==> src/shared/rtc_cal_defines.svh <==
// Offsets, field positions, reset values and counts of the periodic calibration block
`ifndef RTC_CAL_DEFINES_SVH
`define RTC_CAL_DEFINES_SVH

`define CAL_REG_OFFSET      5'h08
`define CAL_REG_RESET       8'h00
`define CAL_MAG_MSB         4
`define CAL_MAG_LSB         0
`define CAL_SIGN_BIT        5
`define CAL_FT_BIT          6
`define TICKS_PER_SPAN      10'h064
`define PULSES_NORMAL       10'h200
`define PULSES_FAST         10'h1FF
`define PULSES_SLOW         10'h201
`define TICKS_PER_SECOND    100
`define SECONDS_PER_MINUTE  60
`define MINUTES_PER_CYCLE   16
`define POS_CYCLE_MASK      4'h7

`endif

==> src/shared/rtc_cal_pkg.sv <==
// Types of the periodic calibration block
package rtc_cal_pkg;
    typedef logic [4:0] reg_addr_t;
    typedef logic [7:0] reg_data_t;
    typedef logic [4:0] cal_mag_t;
    typedef logic [9:0] span_t;
    typedef enum logic [1:0] {
        MODE_NORMAL,
        MODE_FAST,
        MODE_SLOW
    } cal_mode_t;
endpackage

==> src/verilog/rtc_periodic_calibration.sv <==
// Periodic counter correction between the 512 Hz stage and the 100 Hz tick
//
// Contract
// - No correction: exactly 100 ticks out per 512 input pulses.
// - Positive non-zero magnitude: 100 ticks per 511 pulses while active.
// - Negative non-zero magnitude: 100 ticks per 513 pulses while active.
// - Positive N: modified ratio during first N seconds of every eight minutes.
// - Negative N: modified ratio for N seconds of every sixteen minutes.
// - Magnitude is unsigned, bits 4 to 0 of the calibration register.
// - Bit 5 is the sign: one speeds up, zero slows down.
// - Magnitude zero gives no correction for either sign.
// - Each step is about +4.068 ppm or -2.034 ppm on average.
// - With test output enabled, drive the 512 Hz square on the test pin.
// - Test output is taken before correction; calibration never changes it.
// - Correction adds or removes one pulse at the 512 Hz stage only.
`timescale 1ns/100ps
`include "rtc_cal_defines.svh"
module rtc_periodic_calibration (
    input  wire logic                  clk_i,
    input  wire logic                  rst_i,
    input  wire logic                  ce_i,
    input  wire logic                  pulse_512_i,
    input  wire logic                  square_512_i,
    input  wire logic                  reg_wr_i,
    input  wire rtc_cal_pkg::reg_addr_t reg_addr_i,
    input  wire rtc_cal_pkg::reg_data_t reg_wdata_i,
    output rtc_cal_pkg::reg_data_t      reg_rdata_o,
    output logic                       tick_100_o,
    output logic                       frequency_test_output_o,
    output logic                       correction_active_o
);
    import rtc_cal_pkg::*;

    reg_data_t cal_q;
    reg_data_t cal_d;
    reg_data_t rdata_q;
    reg_data_t rdata_d;
    cal_mag_t  mag_s_q;
    cal_mag_t  mag_s_d;
    logic      sign_s_q;
    logic      sign_s_d;
    span_t     acc_q;
    span_t     acc_d;
    span_t     acc_sum;
    span_t     period;
    logic      tick_q;
    logic      tick_d;
    logic      ft_q;
    logic      ft_d;
    logic      active_q;
    logic      active;
    cal_mode_t mode;
    logic [5:0] sec_cnt;
    logic [3:0] min_cnt;
    logic       sec_wrap;
    logic       min_step;
    logic       tick_wrap;

    // Register port and setting sample
    always_comb begin
        cal_d    = cal_q;
        rdata_d  = 8'h00;
        mag_s_d  = mag_s_q;
        sign_s_d = sign_s_q;
        if (reg_wr_i && reg_addr_i == `CAL_REG_OFFSET) begin
            cal_d = reg_wdata_i;
        end
        if (reg_addr_i == `CAL_REG_OFFSET) begin
            rdata_d = cal_q;
        end
        if (min_step) begin
            mag_s_d  = cal_q[`CAL_MAG_MSB:`CAL_MAG_LSB];
            sign_s_d = cal_q[`CAL_SIGN_BIT];
        end
    end

    // Correction window and divide ratio
    always_comb begin
        active = 1'b0;
        if (mag_s_q != 5'h00 && {2'b00, sec_cnt} < {3'b000, mag_s_q}) begin
            if (sign_s_q) begin
                active = (min_cnt & `POS_CYCLE_MASK) == 4'h0;
            end else begin
                active = min_cnt == 4'h0;
            end
        end
        if (!active) begin
            mode = MODE_NORMAL;
        end else if (sign_s_q) begin
            mode = MODE_FAST;
        end else begin
            mode = MODE_SLOW;
        end
        unique case (mode)
            MODE_NORMAL: period = `PULSES_NORMAL;
            MODE_FAST:   period = `PULSES_FAST;
            MODE_SLOW:   period = `PULSES_SLOW;
            default:     period = `PULSES_NORMAL;
        endcase
    end

    // Rate accumulator: 100 per input pulse, one tick per full period
    always_comb begin
        acc_sum = acc_q + `TICKS_PER_SPAN;
        acc_d   = acc_q;
        tick_d  = 1'b0;
        ft_d    = cal_q[`CAL_FT_BIT] & square_512_i;
        if (pulse_512_i) begin
            if (acc_sum >= period) begin
                acc_d  = acc_sum - period;
                tick_d = 1'b1;
            end else begin
                acc_d = acc_sum;
            end
        end
    end

    assign tick_wrap = tick_d;

    mod_counter #(
        .MODULUS (`TICKS_PER_SECOND),
        .WIDTH   (7)
    ) u_tick_count (
        .clk_i   (clk_i),
        .rst_i   (rst_i),
        .ce_i    (ce_i),
        .inc_i   (tick_wrap),
        .count_o (),
        .wrap_o  (sec_wrap)
    );

    mod_counter #(
        .MODULUS (`SECONDS_PER_MINUTE),
        .WIDTH   (6)
    ) u_sec_count (
        .clk_i   (clk_i),
        .rst_i   (rst_i),
        .ce_i    (ce_i),
        .inc_i   (sec_wrap),
        .count_o (sec_cnt),
        .wrap_o  ()
    );

    mod_counter #(
        .MODULUS (`MINUTES_PER_CYCLE),
        .WIDTH   (4)
    ) u_min_count (
        .clk_i   (clk_i),
        .rst_i   (rst_i),
        .ce_i    (ce_i),
        .inc_i   (sec_wrap && sec_cnt == 6'(`SECONDS_PER_MINUTE - 1)),
        .count_o (min_cnt),
        .wrap_o  ()
    );

    assign min_step = sec_wrap;

    always_ff @(posedge clk_i or posedge rst_i) begin
        if (rst_i) begin
            cal_q    <= `CAL_REG_RESET;
            rdata_q  <= 8'h00;
            mag_s_q  <= 5'h00;
            sign_s_q <= 1'b0;
            acc_q    <= 10'h000;
            tick_q   <= 1'b0;
            ft_q     <= 1'b0;
            active_q <= 1'b0;
        end else if (ce_i) begin
            cal_q    <= cal_d;
            rdata_q  <= rdata_d;
            mag_s_q  <= mag_s_d;
            sign_s_q <= sign_s_d;
            acc_q    <= acc_d;
            tick_q   <= tick_d;
            ft_q     <= ft_d;
            active_q <= active;
        end
    end

    assign reg_rdata_o             = rdata_q;
    assign tick_100_o              = tick_q;
    assign frequency_test_output_o = ft_q;
    assign correction_active_o     = active_q;
endmodule

==> src/verilog/mod_counter.sv <==
// Modulo counter stepped by an increment strobe
`timescale 1ns/100ps
module mod_counter #(
    parameter int MODULUS = 60,
    parameter int WIDTH   = 6
) (
    input  wire logic             clk_i,
    input  wire logic             rst_i,
    input  wire logic             ce_i,
    input  wire logic             inc_i,
    output logic [WIDTH-1:0]      count_o,
    output logic                  wrap_o
);
    logic [WIDTH-1:0] count_q;
    logic [WIDTH-1:0] count_d;

    assign wrap_o  = inc_i && (count_q == WIDTH'(MODULUS - 1));
    assign count_o = count_q;

    always_comb begin
        count_d = count_q;
        if (wrap_o) begin
            count_d = '0;
        end else if (inc_i) begin
            count_d = count_q + WIDTH'(1);
        end
    end

    always_ff @(posedge clk_i or posedge rst_i) begin
        if (rst_i) begin
            count_q <= '0;
        end else if (ce_i) begin
            count_q <= count_d;
        end
    end
endmodule

==> config.mk <==
export PLATFORM = sky130hd
export DESIGN_NAME = rtc_periodic_calibration
export DESIGN_NICKNAME = d
export VERILOG_FILES = /design/src/shared/rtc_cal_pkg.sv /design/src/verilog/rtc_periodic_calibration.sv /design/src/verilog/mod_counter.sv
export VERILOG_INCLUDE_DIRS = /design/src /design/src/shared
export SDC_FILE = /design/constraint.sdc
export NUM_CORES = 1
export LEC_CHECK = 0
export BUFFER_PORTS_ARGS = -buffer_cell sky130_fd_sc_hd__buf_4
export CORE_MARGIN = 2
export CORE_UTILIZATION = 64
export DETAILED_ROUTE_END_ITERATION = 10
export PLACE_DENSITY = 0.85
export SLEW_MARGIN = 20
export SYNTH_ARGS = -nofsm -noshare
export SYNTH_HDL_FRONTEND = slang
export SYNTH_HIERARCHICAL = 1
export SYNTH_SLANG_ARGS = --single-unit
==> constraint.sdc <==
create_clock -name clk_i -period 14.27 [get_ports clk_i]
set_input_delay 2.1405 -clock clk_i [delete_from_list [all_inputs] [get_ports clk_i]]
set_output_delay 2.1405 -clock clk_i [all_outputs]
set_load 0.01 [all_outputs]
==> impl_metrics.yaml, run 1 <==
run_status:
  outcome: "completed"
detailed_routing:
  routed_wl_mm: 6.13
  drcViolationCount: 0
  ant_nets: 0
  drt_first_iter_violations: 147
  wl_per_cell_um: 15.5
  first_pass_iters: 4
  via_count: 2358
  avgViaCountPerCell: 5.97
sta:
  slew_violations: 0
  fin_crit_ns: 5.09
  final.setup_skew_ns: 0.00294
  rsz0062_at_grt: "no"
  tightest_slew_ns: 0.522
  hold_viol: 0
  timing.fmax_ghz: 0.196
  post-route-period-util_pct: 35.7
  whs_ns: 0.495
  relSlewSlack_pct: 65.2
  setup_viol: 0
  tns_ns: 0
place:
  dp_hpwl_mm: 4.53
  port_buffers: 29
  post_dp_cell_area_um2: 3360
  place_congestion: 0.954
pwr:
  pwr_density_cell_nw_per_um2: 169
  leakage_nw: 1.62
  max-vdd-ir-drop_uv: 234
  finalPower_uw: 588
synthesis:
  synthSimpleGateAreaFrac_pct: 19.7
  syn-mean-instance-area_um2: 10.1
  synth-xor-area-share_pct: 4.80
  synthAdderAreaFrac_pct: 7.91
  yosys_most_used_dff: "dfrtp_1"
  synth_top_area_share_pct: 42.0
  ys_warn_count: 6
  yosysTopAreaCell: "dfrtp_1"
  seq_area_frac_synth_pct: 42.0
  synth_edf_count: 0
  syn_inst: 308
  yosys_register_bits: 52
  synth_area_um2: 3100
  syn-num-nets: 346
  yosysUniqueCellTypes: 54
  synth_top_family_by_area: "simple AND/OR/NAND/NOR gates"
  synth-compound-area-share_pct: 12.6
  synth_mux_area_share_pct: 9.00
  async_flop_share_pct: 100
  synth.top_cells.by_area: "dfrtp_1, ha_1, mux2_2"
clock_network:
  ctsResizeCount: 0
  clkTransAtPathRegs_ns: 0.09
  cts_buffers: 5
  cts_tree: "done"
  root_buffer: "clkbuf_8"
  cts.sinks: 52
  ctsHoldBuffers: 0
  htreeDepth: 2
  clkLatencyLatePin_ns: 0.31
  cts_buffer_depth: 2
  post-cts-setup-buffers: 0
floorplan:
  coreArea_um2: 4690
  io_pins: 30
  fp-row-count: 25
  start_util_pct: 66.1
  dieArea_um2: 5420
  dieWidth_um: 73.6
  die_h_um: 73.6
global_route:
  groute.usage.overall_pct: 24.8
  grt_overflow: 0
  antenna_found_initial: 0
  first_global_vias: 2285
  grt_pass1_wl_mm: 10.3
  grt_max_degree: 36
setup_path:
  crit_path_end_kind: "register"
  cp_data_required_time_ns: 14.47
  worst_path_largest_cell_delay_ns: 0.55
  reg2reg_depth: 19
  r2r-end: "u_min_count/count_o[0]"
  crit_chain: "inv_1 > ha_1 > a21o_1 > a21o_1 > a21o_1 > a221oi_1 > nand2_1 > ha_1 > a21o_1 > a21oi_1 > nor3b_1 > a221o_2 > nor2b_1 > and2_1 > nand4b_1 > nor2_1 > and4_1 > nor2_1 > mux2_2"
  start_kind: "register"
  critPathKind: "reg -> reg"
  worstPathArrival_ns: 5.29
  crit_start: "mag_s_q[1]"
  reg2reg_slack_ns: 9.18
  crit_top_cell: "a21o_1"
  reg2reg_from: "mag_s_q[1]"
  crit_slowest_cell: "a221o_2"
  worstPathMaxFanout: 15
worst_hold_path:
  holdPathStages: 2
  hold_end: "reg_rdata_o[7]"
  hp-start: "cal_q[7]"
  holdCritPathClass: "reg -> reg"
finish:
  drive_above_1_share_pct: 21.4
  nets: 378
  fin_area_um2: 3470
  post-route-util_pct: 74.1
  syn_to_final_growth_pct: 12.1
  fillers: 338
  diodes: 0
flow_run:
  cap_violations: 0
## final cells by class
class | instances | area, µm² | area share, %
Timing Repair Buffer | 30 | 225 | 6.48
Sequential cell | 52 | 1300 | 37.5
Clock inverter | 2 | 38.8 | 1.12
Clock buffer | 6 | 72.6 | 2.09
Inverter | 25 | 93.8 | 2.70
Tap cell | 54 | 67.6 | 1.94
Multi-Input combinational cell | 226 | 1680 | 48.2
## cell usage after synthesis (2+ instances only)
cell and instances:
a21o_1 10, a21oi_1 10, a2bb2oi_1 2, a31oi_1 3
a41oi_1 2, and2_1 5, and4_1 2, clkbuf_1 3
dfrtp_1 52, ha_1 18, inv_1 25, mux2_2 19
mux2i_1 5, nand2_1 36, nand2b_1 4, nand3_1 17
nand4_1 4, nor2_1 8, nor2b_1 2, nor3_1 7
nor3b_2 3, nor3b_4 2, nor4_1 3, o21ai_0 21
xnor2_1 12, xor2_1 5
## worst max-delay path: cells and delay by family (launching register included)
kind | cells | cell delay, ns
buffers and inverters | 1 | 0.06
adder cells (fa/ha/maj) | 2 | 0.79
flip-flops | 1 | 0.38
AND/OR/NAND/NOR | 8 | 1.74
multiplexers | 1 | 0.25
AO/OA/AOI/OAI | 7 | 1.76
## routing by layer
| layer | GRT usage, % | vias up | part of all wire (%) |
|---|---|---|---|
| met2 | 38.5 | 38 | 49 |
| met5 | 0 | - | 0 |
| li1 | - | 1157 | - |
| met1 | 35.6 | 1155 | 47 |
| met3 | 4.66 | 8 | 3.6 |
| met4 | 7.07 | 0 | 1.1 |
## cell families (layout without fill, tap and decap cells)
logic type               count (synthesis)  after routing
AO/OA/AOI/OAI                           61             61
XOR/XNOR                                17             17
adder cells (fa/ha/maj)                 19             19
buffers and inverters                   30             63
flip-flops                              52             52
multiplexers                            25             25
AND/OR/NAND/NOR                        104            104
## sequential cells by signal (all words and copies together), names as in the netlist, 4 cells and up
| signal | cells |
|---|---|
| acc_q | 10 |
| cal_q | 8 |
| reg_rdata_o | 8 |
| u_tick_count/count_o | 7 |
| u_sec_count/count_o | 6 |
| mag_s_q | 5 |
| u_min_count/count_o | 4 |
## metrics by stage
stage	setup slack, ns	cells
after global routing	8.77	395
final	9.18	395
after detailed placement	9.32	387
after global placement	9.48	387
after floorplan	9.77	308
after CTS	9.22	395
## cell usage in the layout (no fill, tap or decap), types with 3 or more instances in the layout
cell      synthesis  final
dfrtp_1          52     52
nand2_1          36     36
buf_4             1     30
inv_1            25     25
o21ai_0          21     21
mux2_2           19     19
ha_1             18     18
nand3_1          17     17
xnor2_1          12     12
a21o_1           10     10
a21oi_1          10     10
nor2_1            8      8
nor3_1            7      7
and2_1            5      5
xor2_1            5      5
mux2i_1           5      5
clkbuf_8          0      5
nand4_1           4      4
nand2b_1          4      4
a31oi_1           3      3
nor4_1            3      3
nor3b_2           3      3
## report_power, final
| part | internal (mW) | total (mW) | switching, mW |
|---|---|---|---|
| sequential | 0.168 | 0.191 | 0.0229 |
| combinational | 0.135 | 0.293 | 0.158 |
| clock | 0.0530 | 0.103 | 0.0499 |
## worst max path at each step
stage | endpoint | slack, ns | cells past startpoint
2_1_floorplan | u_min_count/count_o[0] | 9.77 | 19
3_3_place_gp | u_min_count/count_o[0] | 9.48 | 18
3_5_place_dp | u_min_count/count_o[0] | 9.32 | 18
4_1_cts | u_min_count/count_o[0] | 9.22 | 19
5_1_grt | u_min_count/count_o[0] | 8.77 | 18
6_report | u_min_count/count_o[0] | 9.18 | 19
No activity file was read; power rests on OpenSTA's default activity.
==> inputs of run 2 (changes only) <==
--- a/config.mk
+++ b/config.mk
@@ -8,9 +8,9 @@
 export LEC_CHECK = 0
 export BUFFER_PORTS_ARGS = -buffer_cell sky130_fd_sc_hd__buf_4
 export CORE_MARGIN = 2
-export CORE_UTILIZATION = 64
+export CORE_UTILIZATION = 53
 export DETAILED_ROUTE_END_ITERATION = 10
-export PLACE_DENSITY = 0.85
+export PLACE_DENSITY = 0.75
 export SLEW_MARGIN = 20
 export SYNTH_ARGS = -nofsm -noshare
 export SYNTH_HDL_FRONTEND = slang
==> constraint.sdc (replaced) <==
create_clock -name clk_i -period 4.2 [get_ports clk_i]
set_input_delay 0.63 -clock clk_i [delete_from_list [all_inputs] [get_ports clk_i]]
set_output_delay 0.63 -clock clk_i [all_outputs]
set_load 0.01 [all_outputs]
==> run 2 against run 1 <==
  * Global-route usage decreased by 4.5 points
  * Combinational power rose to 4.5 times the previous value
  * Die area up 20%
  * Utilization shrank 6.6 points
  * Clock skew is 0.0077 ns higher
  * Setup slack got worse by 9.0 ns
  * Critical endpoint is now sign_s_q
  * Largest power group unchanged
==> impl_metrics.yaml, run 2 (same netlist as run 1, synthesis figures left out) <==
sta:
  relSlewSlack_pct: 63.6
  slew_violations: 0
  tightest_slew_ns: 0.541
  setup_viol: 0
  hold_viol: 0
  fin_crit_ns: 4.00
  post-route-period-util_pct: 95.4
  timing.fmax_ghz: 0.250
  final.setup_skew_ns: 0.0106
  rsz0062_at_grt: "yes"
setup_path:
  cp_data_required_time_ns: 4.39
  worstPathMaxFanout: 6
  reg2reg_slack_ns: 0.20
  critPathKind: "reg -> reg"
  crit_chain: "ha_1 > a21o_1 > a21o_1 > a21o_1 > a221oi_4 > buf_4 > nand2_2 > buf_4 > fa_1 > a211oi_2 > o21ai_2 > nand2_1 > a221o_2 > nor2b_2 > and2_4 > nand2_1 > mux2_2"
  worstPathArrival_ns: 4.20
  reg2reg_depth: 17
  r2r-end: "sign_s_q"
  crit_path_end_kind: "register"
  crit_slowest_cell: "fa_1"
  reg2reg_from: "u_sec_count/count_o[1]"
  worst_path_largest_cell_delay_ns: 0.46
  start_kind: "register"
  crit_top_cell: "a21o_1"
finish:
  nets: 394
  largest_reg_flops: 10
  mostFrequentLayoutCells: "dfrtp_1, buf_4, nand2_1, inv_1, o21ai_0"
  drive_above_1_share_pct: 29.4
  diodes: 0
  layout_commonest_cell: "dfrtp_1"
  fin_area_um2: 3760
  syn_to_final_growth_pct: 21.2
  largest-register: "acc_q"
  layout.cells.non_filler: 429
global_route:
  first_global_vias: 2312
  groute.usage.overall_pct: 20.3
  grt_pass1_wl_mm: 10.2
  grt_max_degree: 30
  antenna_found_initial: 0
  grt_overflow: 0
worst_hold_path:
  holdCritPathClass: "in -> async"
place:
  post_dp_cell_area_um2: 3500
  place_congestion: 0.901
  dp_hpwl_mm: 4.52
  dp.cells: 410
  port_buffers: 29
detailed_routing:
  avgViaCountPerCell: 5.62
  first_pass_iters: 4
  ant_nets: 0
  routed_wl_mm: 6.42
  wl_per_cell_um: 15.0
  drcViolationCount: 0
  via_count: 2412
  drt_first_iter_violations: 170
clock_network:
  cts_buffer_depth: 2
  clkTransAtPathRegs_ns: 0.10
  cts_tree: "done"
  clkLatencyLatePin_ns: 0.31
  htreeDepth: 2
  cts_buffers: 5
  root_buffer: "clkbuf_8"
  cts.sinks: 52
floorplan:
  io_pins: 30
  dieArea_um2: 6480
  die_h_um: 80.5
  start_util_pct: 55.6
  coreArea_um2: 5570
  dieWidth_um: 80.5
  fp-row-count: 27
flow_run:
  cap_violations: 0
pwr:
  max-vdd-ir-drop_uv: 523
  leakage_nw: 1.73
  pwr_density_cell_nw_per_um2: 618
run_status:
  outcome: "completed"
==> run 2: cell types whose count changed in the layout (fill, tap and decap cells not counted), moves of 2 or more <==
cell     before  now
ha_1         18   11
buf_4        30   45
ha_4          0    7
o21ai_2       0    2
==> run 2: routing by layer <==
metal / track usage [%] / share of wire, % / vias to the layer above
li1: - / - / 1192
met1: 25.2 / 46 / 1155
met2: 35.0 / 49 / 50
met3: 2.58 / 2.4 / 15
met4: 8.98 / 2.6 / 0
met5: 0 / 0 / -
==> run 2: where the power goes <==
group / internal, mW / leakage [nW] / switching, mW
Sequential: 0.572 / 0.690 / 0.0749
Combinational: 0.659 / 0.978 / 0.653
Clock: 0.195 / 0.0614 / 0.169
Total: 1.43 / 1.73 / 0.897
==> run 2: metrics by stage <==
stage               setup TNS, ns  total power, mW  util, %  hold slack [ns]  setup slack, ns
floorplan                       0             1.53        -            0.396           0.0210
finish                          0             2.32     67.4            0.222            0.195
global route               -0.257             2.47     67.4            0.214          -0.0563
CTS                             0             2.12     65.0            0.207           0.0892
global placement                0             1.72     62.8            0.476            0.215
detailed placement              0             1.74     62.8            0.486            0.112
==> run 2: worst max-delay path: cells and delay by family (launching register included) <==
kind	cells	cell delay, ns
flip-flops	1	0.40
AND/OR/NAND/NOR	5	0.65
multiplexers	1	0.38
buffers and inverters	2	0.36
AO/OA/AOI/OAI	7	1.34
adder cells (fa/ha/maj)	2	0.75
==> run 2: how the worst max path moves through the flow <==
stage               cells past startpoint  slack [ns]                    from                     end
global route                           18       -0.06  u_sec_count/count_o[1]  u_min_count/count_o[0]
finish                                 17        0.20  u_sec_count/count_o[1]                sign_s_q
CTS                                    18        0.09  u_sec_count/count_o[1]  u_min_count/count_o[0]
detailed placement                     18        0.11  u_sec_count/count_o[1]  u_min_count/count_o[0]
global placement                       18        0.21  u_sec_count/count_o[1]  u_min_count/count_o[0]
floorplan                              19        0.02  u_sec_count/count_o[1]  u_min_count/count_o[0]
==> run 2: final cells by class <==
class	instances	area, µm²
Clock buffer	6	82.6
Clock inverter	2	38.8
Fill cell	438	1820
Inverter	25	93.8
Multi-Input combinational cell	227	1810
Sequential cell	52	1300
Tap cell	72	90.1
Timing Repair Buffer	45	338
==> run 2: what timing repair did <==
action	4_1_cts	5_1_grt
buffers inserted	0	10
resized for setup	0	9
hold buffers	0	0
endpoints found under the setup margin	0	15
==> inputs of run 3 (changes only) <==
--- a/config.mk
+++ b/config.mk
@@ -6,11 +6,13 @@
 export SDC_FILE = /design/constraint.sdc
 export NUM_CORES = 1
 export LEC_CHECK = 0
+export ABC_AREA = 1
 export BUFFER_PORTS_ARGS = -buffer_cell sky130_fd_sc_hd__buf_4
+export CAP_MARGIN = 5
 export CORE_MARGIN = 2
-export CORE_UTILIZATION = 53
+export CORE_UTILIZATION = 54
 export DETAILED_ROUTE_END_ITERATION = 10
-export PLACE_DENSITY = 0.75
+export PLACE_DENSITY = 0.76
 export SLEW_MARGIN = 20
 export SYNTH_ARGS = -nofsm -noshare
 export SYNTH_HDL_FRONTEND = slang
==> run 3 against run 2 <==
  * Clock power fell by 18%
  * Global-route usage is 2.4 points higher
  * Critical path type unchanged
  * Flip-flop and latch count is the same
  * Critical path depth rose by 10
  * Highest routed layer unchanged
  * Sequential share of layout area shrank 1.4 points
==> impl_metrics.yaml, run 3 <==
synthesis:
  syn-num-nets: 489
  ys_warn_count: 6
  syn-mean-instance-area_um2: 7.35
  syn_inst: 451
  synth_area_um2: 3310
detailed_routing:
  via_count: 2933
  wl_per_cell_um: 12.9
  routed_wl_mm: 7.37
  first_pass_iters: 4
  ant_nets: 0
  drt_first_iter_violations: 174
  avgViaCountPerCell: 5.15
  drcViolationCount: 0
finish:
  post-route-util_pct: 66.1
  syn_to_final_growth_pct: 18.0
  layout.cells.non_filler: 570
  layout_commonest_cell: "nand2_1"
  largest-register: "acc_q"
  drive_above_1_share_pct: 19.4
  nets: 532
  fillers: 494
  diodes: 0
  largest_reg_flops: 10
  mostFrequentLayoutCells: "nand2_1, inv_1, dfrtp_1, buf_4, nor2_1"
floorplan:
  die_h_um: 82.3
  io_pins: 30
  start_util_pct: 56.0
  fp-row-count: 28
  dieArea_um2: 6780
  coreArea_um2: 5920
  dieWidth_um: 82.3
clock_network:
  root_buffer: "clkbuf_8"
  cts_tree: "done"
  cts_buffer_depth: 2
  cts.sinks: 52
  clkTransAtPathRegs_ns: 0.10
  htreeDepth: 2
  clkLatencyLatePin_ns: 0.31
  cts_buffers: 5
place:
  dp.cells: 555
  place_ws_ns: -0.121
  port_buffers: 29
  dp_hpwl_mm: 5.30
  place_congestion: 0.854
sta:
  hold_viol: 0
  post-route-period-util_pct: 95.0
  whs_ns: 0.220
  tightest_slew_ns: 0.455
  setup_viol: 0
  fin_crit_ns: 3.99
  slew_violations: 0
  relSlewSlack_pct: 69.6
  final.setup_skew_ns: 0.00713
  tns_ns: 0
  timing.fmax_ghz: 0.251
  finalWorstSetupSlack_ns: 0.210
global_route:
  groute.usage.overall_pct: 22.7
  antenna_found_initial: 0
  first_global_vias: 2766
  grt_pass1_wl_mm: 11.9
  grt_max_degree: 36
  grt_overflow: 0
setup_path:
  reg2reg_from: "u_sec_count/count_o[3]"
  cp_top_family: "simple AND/OR/NAND/NOR gates"
  worst_path_largest_cell_delay_ns: 0.42
  worstPathMaxFanout: 6
  cp.depth: 27
  r2r-end: "u_min_count/count_o[3]"
  crit_slowest_cell: "dfrtp_1"
  crit_end: "u_min_count/count_o[3]"
  crit_path_end_kind: "register"
  critPathKind: "reg -> reg"
  crit_start: "u_sec_count/count_o[3]"
  worstPathArrival_ns: 4.20
  cp_data_required_time_ns: 4.41
  crit_top_cell: "nand2_1"
  start_kind: "register"
  reg2reg_slack_ns: 0.21
  worst-path-buf-inv: 3
  reg2reg_depth: 27
worst_hold_path:
  holdCritPathClass: "in -> async"
run_status:
  outcome: "completed"
pwr:
  pwr_density_cell_nw_per_um2: 605
  max-vdd-ir-drop_uv: 452
  leakage_nw: 2.10
flow_run:
  cap_violations: 0
==> run 3: cell count changes in the layout (fill, tap and decap cells not counted), moves of 6 or more <==
cell | previous run | this run
a21oi_1 | 10 | 16
nand3_1 | 17 | 24
a21o_1 | 10 | 0
xnor2_1 | 12 | 4
nand2_2 | 2 | 15
mux2_2 | 19 | 0
nor2_1 | 7 | 34
inv_1 | 25 | 71
nand2_1 | 35 | 139
==> run 3: stage by stage <==
stage | power, mW | area [µm²]
6_report | 2.37 | 3910
3_5_place_dp | 1.90 | 3630
3_3_place_gp | 1.88 | 3630
5_1_grt | 2.59 | 3910
2_1_floorplan | 1.66 | 3310
4_1_cts | 2.21 | 3730
==> run 3: repair_timing <==
item	CTS	global route
gates cloned	0	1
pin swaps	0	8
resized for setup	2	20
hold buffers	0	0
setup endpoints to repair	4	16
buffers inserted	0	6
==> run 3: layer usage <==
metal	part of all wire [%]	up-vias	routed length (µm)	track usage [%]
li1	-	1499	-	-
met1	44	1365	3280	29.1
met2	51	60	3720	40.5
met3	3.9	9	289	2.93
met4	1.1	0	78	5.50
met5	0	-	0	0
==> run 3: power breakdown <==
group,internal (mW),switching [mW],leakage [nW],total (mW)
sequential,0.579,0.0727,0.669,0.652
combinational,0.566,0.851,1.38,1.42
clock,0.134,0.165,0.0434,0.299
==> run 3: how the worst min path moves through the flow <==
| stage | slack [ns] | from | cells after the start | to |
|---|---|---|---|---|
| 6_report | 0.22 | rst_i | 2 | u_min_count/count_o[0] |
| 3_5_place_dp | 0.47 | correction_active_o | 2 | correction_active_o |
| 5_1_grt | 0.23 | rst_i | 2 | u_min_count/count_o[3] |
| 3_3_place_gp | 0.46 | cal_q[7] | 2 | cal_q[7] |
| 4_1_cts | 0.22 | rst_i | 2 | u_min_count/count_o[3] |
| 2_1_floorplan | 0.40 | rst_i | 1 | u_min_count/count_o[0] |
==> run 3: layout make-up <==
type / instances / area [µm²] / area share (%)
inverters: 74 / 283 / 7.23
flip-flops and latches: 52 / 1300 / 33.3
well taps: 75 / 93.8 / 2.40
clock buffers: 6 / 82.6 / 2.11
clock inverters: 2 / 15.0 / 0.384
repair buffers: 40 / 300 / 7.68
multi-input cells: 321 / 1840 / 46.9
